[config.mk]
export PLATFORM = sky130hd
export DESIGN_NAME = serial_char_transmitter
export DESIGN_NICKNAME = d
export VERILOG_FILES = /design/src/sync2.v /design/src/serial_char_transmitter.v
export VERILOG_INCLUDE_DIRS = /design/src
export SDC_FILE = /design/constraint.sdc
export NUM_CORES = 1
export LEC_CHECK = 0
export BUFFER_PORTS_ARGS = -buffer_cell sky130_fd_sc_hd__buf_2
export CAP_MARGIN = 20
export CORE_MARGIN = 4
export CORE_UTILIZATION = 58
export CTS_CLUSTER_SIZE = 14
export DETAILED_ROUTE_END_ITERATION = 10
export PLACE_DENSITY = 0.78
export SETUP_SLACK_MARGIN = 0.02
export SLEW_MARGIN = 20
export SYNTH_ARGS = -nofsm -noshare
export SYNTH_HDL_FRONTEND = slang
export SYNTH_SLANG_ARGS = --single-unit
[constraint.sdc]
create_clock -name clk -period 2.3 [get_ports clk]
set_input_delay 0 -clock clk [delete_from_list [all_inputs] [get_ports clk]]
set_output_delay 0 -clock clk [all_outputs]
set_load 0.05 [all_outputs]
[src/serial_tx_defs.vh]
`ifndef SERIAL_TX_DEFS_VH
`define SERIAL_TX_DEFS_VH
// Frame timing in half-bit clock ticks
`define TICKS_PER_BIT 2'd2
`define STOP_TICKS_1_0 3'd2
`define STOP_TICKS_1_5 3'd3
`define STOP_TICKS_2_0 3'd4
// Stop select strap codes
`define STOP_SEL_1_0 2'h0
`define STOP_SEL_1_5 2'h1
`define STOP_SEL_2_0 2'h2
// Data bit counts
`define DATA_BITS_5 4'd5
`define DATA_BITS_8 4'd8
// Reset values
`define SHIFT_RESET 8'h00
`define LINE_IDLE 1'b1
`endif

[src/sync2.v]
`timescale 1ns/10ps
module sync2 #(
  parameter WIDTH = 1
) (
  clk,
  rst_n,
  ce,
  resetValue,
  din,
  dout
);
  input wire clk;
  input wire rst_n;
  input wire ce;
  input wire [WIDTH-1:0] resetValue;
  input wire [WIDTH-1:0] din;
  output reg [WIDTH-1:0] dout;

  reg [WIDTH-1:0] stage1_reg;

  // stage1_reg only feeds dout; resetValue is a constant at each instance
  always @(posedge clk) begin
    if (!rst_n) begin
      stage1_reg <= {WIDTH{1'b0}};
      dout <= resetValue;
    end else if (ce) begin
      stage1_reg <= din;
      dout <= stage1_reg;
    end
  end
endmodule // sync2

[src/serial_char_transmitter.v]
`timescale 1ns/10ps
module serial_char_transmitter #(
  parameter MATCH_WIDTH = 3
) (
  clk,
  rst_n,
  ce,
  dataIn,
  enableIn,
  fiveBitMode,
  stopSelect,
  hold_off_n,
  addressMatchInputs,
  select_bypass,
  charLoadPulse,
  indicatorQueryPulse,
  selectedIndicatorClear,
  unconditional_indicator_clear_n,
  initPulse,
  serialLogicOut,
  serialDriveOut,
  charSentIndicator,
  gated_indicator_out_n,
  frameInProgress
);
`include "serial_tx_defs.vh"
  input wire clk;
  input wire rst_n;
  input wire ce;
  input wire [7:0] dataIn;
  input wire enableIn;
  input wire fiveBitMode;
  input wire [1:0] stopSelect;
  input wire hold_off_n;
  input wire [MATCH_WIDTH-1:0] addressMatchInputs;
  input wire select_bypass;
  input wire charLoadPulse;
  input wire indicatorQueryPulse;
  input wire selectedIndicatorClear;
  input wire unconditional_indicator_clear_n;
  input wire initPulse;
  output reg serialLogicOut;
  output reg serialDriveOut;
  output reg charSentIndicator;
  output reg gated_indicator_out_n;
  output reg frameInProgress;

  // ----------------------------------------------------------------
  // States
  // ----------------------------------------------------------------
  localparam ST_IDLE = 2'b00;
  localparam ST_START = 2'b01;
  localparam ST_DATA = 2'b10;
  localparam ST_STOP = 2'b11;

  // ----------------------------------------------------------------
  // Input synchronisers
  // ----------------------------------------------------------------
  // Every control and data pin except rst_n and ce is asynchronous to clk
  wire [20:0] syncIn;
  wire [20:0] syncOut;
  assign syncIn = {dataIn, enableIn, fiveBitMode, stopSelect, hold_off_n,
    select_bypass, charLoadPulse, indicatorQueryPulse, selectedIndicatorClear,
    unconditional_indicator_clear_n, initPulse, (&addressMatchInputs), 1'b0};

  sync2 #(
    .WIDTH(21)
  ) inSync (
    .clk(clk),
    .rst_n(rst_n),
    .ce(ce),
    .resetValue(21'h001108),
    .din(syncIn),
    .dout(syncOut)
  );

  wire [7:0] dataS = syncOut[20:13];
  wire enableS = syncOut[12];
  wire fiveS = syncOut[11];
  wire [1:0] stopSelS = syncOut[10:9];
  wire holdOffS_n = syncOut[8];
  wire bypassS = syncOut[7];
  wire loadS = syncOut[6];
  wire queryS = syncOut[5];
  wire selClearS = syncOut[4];
  wire uncondClearS_n = syncOut[3];
  wire initS = syncOut[2];
  wire matchAllS = syncOut[1];

  // ----------------------------------------------------------------
  // Helpers
  // ----------------------------------------------------------------
  function [2:0] stopTicks;
    input [1:0] sel;
    begin
      case (sel)
        `STOP_SEL_1_0: stopTicks = `STOP_TICKS_1_0;
        `STOP_SEL_1_5: stopTicks = `STOP_TICKS_1_5;
        default: stopTicks = `STOP_TICKS_2_0;
      endcase
    end
  endfunction

  // Bypass strap low with match inputs open acts as always selected
  wire selected = matchAllS | ~bypassS;
  wire loadGo = loadS & selected;
  wire selClearGo = selClearS & selected;
  wire queryGo = queryS & selected;

  // Level load strobe is edge detected so a held level loads only once
  reg loadPrev_reg;
  wire loadEdge = loadGo & ~loadPrev_reg;

  // ----------------------------------------------------------------
  // State
  // ----------------------------------------------------------------
  reg [1:0] state_reg, state_next;
  reg [7:0] shift_reg, shift_next;
  reg [3:0] bitCount_reg, bitCount_next;
  reg [2:0] tick_reg, tick_next;
  reg pending_reg, pending_next;
  reg holdLatched_reg, holdLatched_next;
  reg indicatorSet;
  reg line_next;

  always @* begin
    state_next = state_reg;
    shift_next = shift_reg;
    bitCount_next = bitCount_reg;
    tick_next = tick_reg;
    pending_next = pending_reg;
    holdLatched_next = holdLatched_reg;
    indicatorSet = 1'b0;
    line_next = serialLogicOut;
    // Hold-off sampled before stop period defers the next frame
    if (!holdOffS_n && state_reg != ST_STOP) begin
      holdLatched_next = 1'b1;
    end else if (holdOffS_n) begin
      holdLatched_next = 1'b0;
    end
    case (state_reg)
      ST_IDLE: begin
        line_next = `LINE_IDLE;
        if (pending_reg && holdOffS_n && !holdLatched_reg) begin
          state_next = ST_START;
          pending_next = 1'b0;
          tick_next = 3'd1;
          line_next = 1'b0;
        end
      end
      ST_START: begin
        line_next = 1'b0;
        if (tick_reg == 3'd0) begin
          tick_next = 3'd1;
          state_next = ST_DATA;
          bitCount_next = fiveS ? `DATA_BITS_5 : `DATA_BITS_8;
          line_next = shift_reg[0];
          shift_next = {1'b0, shift_reg[7:1]};
        end else begin
          tick_next = tick_reg - 3'd1;
        end
      end
      ST_DATA: begin
        if (tick_reg != 3'd0) begin
          tick_next = tick_reg - 3'd1;
        end else if (bitCount_reg == 4'd1) begin
          state_next = ST_STOP;
          line_next = 1'b1;
          indicatorSet = 1'b1;
          // The idle cycle that follows ends the stop period, so count one less here
          tick_next = stopTicks(stopSelS) - 3'd2;
        end else begin
          bitCount_next = bitCount_reg - 4'd1;
          tick_next = 3'd1;
          line_next = shift_reg[0];
          shift_next = {1'b0, shift_reg[7:1]};
        end
      end
      ST_STOP: begin
        line_next = 1'b1;
        if (tick_reg == 3'd0) begin
          state_next = ST_IDLE;
        end else begin
          tick_next = tick_reg - 3'd1;
        end
      end
      default: begin
        state_next = ST_IDLE;
      end
    endcase
    // A load may land at any time; it overwrites shift_reg at once, even mid-frame
    if (loadEdge) begin
      shift_next = dataS;
      pending_next = enableS;
    end
  end

  // ----------------------------------------------------------------
  // Registers
  // ----------------------------------------------------------------
  always @(posedge clk) begin
    if (!rst_n) begin
      state_reg <= ST_IDLE;
      shift_reg <= `SHIFT_RESET;
      bitCount_reg <= 4'h0;
      tick_reg <= 3'h0;
      pending_reg <= 1'b0;
      holdLatched_reg <= 1'b0;
      loadPrev_reg <= 1'b0;
      serialLogicOut <= `LINE_IDLE;
      serialDriveOut <= `LINE_IDLE;
      charSentIndicator <= 1'b1;
      gated_indicator_out_n <= 1'b1;
      frameInProgress <= 1'b0;
    end else if (ce) begin
      loadPrev_reg <= loadGo;
      if (initS) begin
        state_reg <= ST_IDLE;
        shift_reg <= `SHIFT_RESET;
        pending_reg <= 1'b0;
        holdLatched_reg <= 1'b0;
        tick_reg <= 3'h0;
        bitCount_reg <= 4'h0;
        serialLogicOut <= `LINE_IDLE;
        serialDriveOut <= `LINE_IDLE;
        frameInProgress <= 1'b0;
      end else begin
        state_reg <= state_next;
        shift_reg <= shift_next;
        bitCount_reg <= bitCount_next;
        tick_reg <= tick_next;
        pending_reg <= pending_next;
        holdLatched_reg <= holdLatched_next;
        serialLogicOut <= line_next;
        serialDriveOut <= line_next;
        frameInProgress <= (state_next == ST_START) || (state_next == ST_DATA);
      end
      // Indicator is active low: low means sent; clears drive it high and win
      if (initS || selClearGo || !uncondClearS_n) begin
        charSentIndicator <= 1'b1;
      end else if (indicatorSet) begin
        charSentIndicator <= 1'b0;
      end
      gated_indicator_out_n <= ~(~charSentIndicator & queryGo);
    end
  end
endmodule // serial_char_transmitter

### Word level (Yosys, flattened, before mapping)

Cells that the tools add are included.

* register bits after elaboration: 64
* input bits: 25
* output and inout port bits: 5

* add/sub/neg operators: 3
* equal/unequal tests: 16
* mux-type cells: 49
* bitwise gates (word level): 10
* reductions and logical operators: 27

Operators by type and width (count)
* $mux 8: 5
* $mux 3: 9
* $mux 4: 5
* $mux 1: 18
* $pmux 8 s2: 1
* $ne 3x2->1 const B: 5
* $reduce_bool 3->1: 5
* $mux 2: 6
* $ne 4x3->1 const B: 3
* $pmux 3 s4: 1
* $reduce_and 5->1: 2
* $reduce_and 3->1: 3
* $pmux 2 s4: 1
* $pmux 4 s2: 1
* $eq 2x1->1 const B: 3
* $eq 2x2->1 const B: 3
* $pmux 3 s2: 1
* $reduce_and 2->1: 3
* $and 1x1->1: 5
* $eq 4x1->1 const B: 1
* $logic_not 2->1: 2
* $not 1->1: 4
* $pmux 1 s4: 1
* $reduce_bool 4->1: 1
* 10 further kinds: 16

### Logic depth before layout (Yosys ltp)

* depth after elaboration: 10
* mapped depth: 9

### Modules after synthesis

From an unflattened synthesis, not the netlist that was laid out.

* cell total of the unflattened synthesis: 284
* area, all modules: 3325.7 µm²

By module, submodules not included
* sync2: instances 1, cells each 114, area an instance 1791.7 µm², seq. area each 1051.0 µm²
* serial_char_transmitter: instances 1, cells each 170, area an instance 1534.0 µm², seq. area each 480.5 µm²

### Worst setup path after synthesis

Ideal clock, no wire load.

* path type: flip-flop to flip-flop
* start point: register bitCount_reg[0]
* end point: register shift_reg[0]
* arrival: 1.583 ns
* required time: 2.213 ns
* setup slack: 0.630 ns
* cell stages (with the launch flop): 9
* buffers on the path: 2
* cell sequence: dfxtp_1 > ha_1 > nor4bb_1 > buf_4 > nor3_2 > o31ai_4 > buf_6 > nand3_1 > o31ai_1

* word-level cells in the longest chain between the ends: 3

Ends and longest elaborated chain
* start, declared: RTL line serial_char_transmitter.v:119 `reg [3:0] bitCount_reg, bitCount_next;`
* start signal, assigned: RTL line serial_char_transmitter.v:230 `bitCount_reg <= bitCount_next;`
* $eq 4x1->1: RTL line serial_char_transmitter.v:166 `end else if (bitCount_reg == 4'd1) begin`
* $ne 4x3->1 (no line)
* $reduce_and 5->1 (no line)
* end signal, assigned: RTL line serial_char_transmitter.v:204 `` shift_reg <= `SHIFT_RESET; ``
* end signal, assigned: RTL line serial_char_transmitter.v:219 `` shift_reg <= `SHIFT_RESET; ``
* end signal, assigned: RTL line serial_char_transmitter.v:229 `shift_reg <= shift_next;`
* end, declared: RTL line serial_char_transmitter.v:118 `reg [7:0] shift_reg, shift_next;`

No other way between the ends.
A chain may end at the register's enable or synchronous reset.

### Worst setup path after layout

* start point: register state_reg[0]
* end point: register bitCount_reg[2]

* word-level cells in the longest chain between the ends: 3
* elaborated cells on any way between the ends: 9
* classes of those cells: 5 x eq/ne; 2 x mux; 2 x reduce/logical

Ends and longest elaborated chain
* start, declared: RTL line serial_char_transmitter.v:117 `reg [1:0] state_reg, state_next;`
* start signal, assigned: RTL line serial_char_transmitter.v:228 `state_reg <= state_next;`
* $eq 2x2->1 / $eq 2x1->1 (equally long branches)
* $ne 3x2->1 (no line) (tied with other cells)
* $reduce_and 5->1 (no line) / $mux 4 (equally long branches)

Parallel ways exist; a longest one is shown, timed or not.

==> out/metrics.cfg <==
[outcome]
status=completed

[placed_design]
portBuffers=29
hpwl_mm=3.666
gp_congestion=0.9056

[routing]
num_vias=2327
drt_iter0_drc=201
ant_nets=0
via_per_inst=5.277
route.detailed.wl_per_inst_um=13.41
drt-total-wl_mm=5.915
dr.pass1.iters=4
drc=0

[finish]
drive_gt1_share_pct=15.09
mostFrequentLayoutCell=dfxtp_1
n_fill_cell=399
syn_to_final_growth_pct=19.55
fin_util_pct=71.33
layout_common_cells=dfxtp_1, mux2i_1, nor2b_1, buf_2, dlygate4sd3_1
diodes=0
nets=400

[global_routing]
gr-usage-all-layers_pct=20.21
antenna_found_initial=0
grt_pass1_vias=2224
overflow=0
grt_pass1_wl_mm=10.11
grt_start_max_net_pins=70

[floorplan]
start_util_pct=59.66
dieArea_um2=6441
rows=26
ios=30
die_height_um=80.26
die_x_um=80.26
core_um2=5075

[synth]
synth-main-ff-cell=dfxtp_1
synth_edf_count=0
syn_nets=354
synth-seq-cells=64
avgSynthCellArea_um2=9.433
synth_warnings=0
yosysSeqAreaShare_pct=42.31
syn_area_um2=3028
synth.distinct_cells=48
post_synth_inst_count=321
async_flop_share_pct=0

[sta]
min_period_ps=2031
final_max_slew_viol_count=0
setup_violations=0
rsz0062_at_grt=false
min_period_over_period_pct=88.32
fmax_mhz=492.3
fin_skew_ps=5.697
tightest_slew_ps=558.1
final_hold_viol_count=0
setup_tns_ps=0
slew_headroom_pct=62.79

[worst_setup_path]
worst_ep_required_time_ps=2580
path_class=reg2reg
cp.arrival_ps=2310
cp_max_fo=11
critPathCaptureType=flip-flop
worst_setup_path_start_kind=flip-flop

[cts]
cts_made_buffers=9
clk_pin_slew_worst_paths_ps=70
cts_tree=built
clk_latency_ps=340
cts-htree-levels=3
cts_buffer_depth=2
cts-root-buf=clkbuf_8
clkSinkCount=64

[power]
ir_drop_mv=0.5184
p_per_area_nw_per_um2=631.3
p_leak_nw=1.477

[flow_run]
maxCapViolCount=0

[worst_hold_path]
worstHoldPathType=in2reg

routing by layer:
| metal | wire, um | global-route usage [%] | vias to the layer above |
|---|---|---|---|
| met5 | 0 | 0 | - |
| met4 | 87 | 9.797 | 0 |
| met3 | 207 | 4.709 | 8 |
| met2 | 2810 | 31.87 | 48 |
| met1 | 2809 | 25.91 | 1061 |
| li1 | - | - | 1210 |
synth_stat cells (all sizes together) (2+ instances only):
cell	n	area share [%]
dfxtp	64	42
mux2i	46	15
nor2b	40	8.3
nand2	18	2.2
nand3	17	2.8
buf	13	2.6
clkbuf	11	1.5
inv	11	1.4
nor2	11	1.4
o31ai	11	3.2
a21oi	10	1.7
o21ai	10	1.7
ha	8	3.3
nand2b	7	1.4
o22ai	5	1.0
nand3b	4	0.99
a211oi	3	0.74
a21boi	3	0.74
nor3	3	0.66
a22oi	2	0.50
a31oi	2	0.41
and2	2	0.41
nand4	2	0.41
or2	2	0.41
xor2	2	0.58
stage by stage:
step	area [um2]	setup WS, ps	hold slack [ps]	total power, W	instances
detailed placement	3198	241.3	268.7	0.001364	404
finish	3620	268.6	30.96	0.002285	441
floorplan	3028	630.1	169.4	0.001321	321
CTS	3600	233.9	18.72	0.002296	440
global placement	3198	348.1	252.7	0.001359	404
global route	3620	124.2	34.18	0.002379	441
area by class of cell:
cell class / instances / area, um2 / share of cell area [%]
Clock buffer: 13 / 178.9 / 4.943
Sequential cell: 64 / 1281 / 35.40
Multi-Input combinational cell: 222 / 1583 / 43.73
Tap cell: 70 / 87.58 / 2.420
Inverter: 11 / 41.29 / 1.141
Timing Repair Buffer: 59 / 435.4 / 12.03
Clock inverter: 2 / 12.51 / 0.3457
repair_timing:
action	4_1_cts	5_1_grt
endpoints found under the setup margin	0	7
resized for setup	0	0
hold buffers	21	0
endpoints found under the hold margin	20	0
setup buffers	0	1
kinds of logic (layout without fill, tap and decap cells):
| kind of cell | count (synthesis) | after routing | share of synthesized area, % |
|---|---|---|---|
| mux | 46 | 46 | 15.21 |
| simple gates | 113 | 113 | 21.12 |
| fa+ha+maj | 8 | 8 | 3.306 |
| flops | 64 | 64 | 42.31 |
| buf+inv | 35 | 85 | 5.413 |
| xor+xnor | 2 | 2 | 0.5786 |
| compound gates | 53 | 53 | 12.07 |
worst max-delay path, stage by stage, from the launching register on:
cell and delay, ps:
dfxtp_1 370, inv_1 90, ha_1 230, buf_4 180, or2_1 280, a211oi_1 360, o21ai_1 150, a21oi_1 170
o211a_1 150
final timing paths:
path / from / end / slack, ps / depth (start not counted)
max: state_reg[0]$_SDFFE_PN0P_ / bitCount_reg[2]$_SDFFE_PN0P_ / 270 / 8
min reg2reg: shift_reg[7]$_SDFFE_PN0P_ / shift_reg[7]$_SDFFE_PN0P_ / 460 / 2
max reg2reg: state_reg[0]$_SDFFE_PN0P_ / bitCount_reg[2]$_SDFFE_PN0P_ / 270 / 8
min: ce / frameInProgress$_SDFFE_PN0P_ / 30 / 2
power by group:
| part | total, W | internal, W | switching, W |
|---|---|---|---|
| logic | 0.000202 | 0.000107 | 0.0000950 |
| clock network | 0.000913 | 0.000501 | 0.000412 |
| registers | 0.00117 | 0.00115 | 0.0000233 |
| total | 0.00229 | 0.00175 | 0.000530 |
Note: power is estimated with default switching activity, not from simulation.
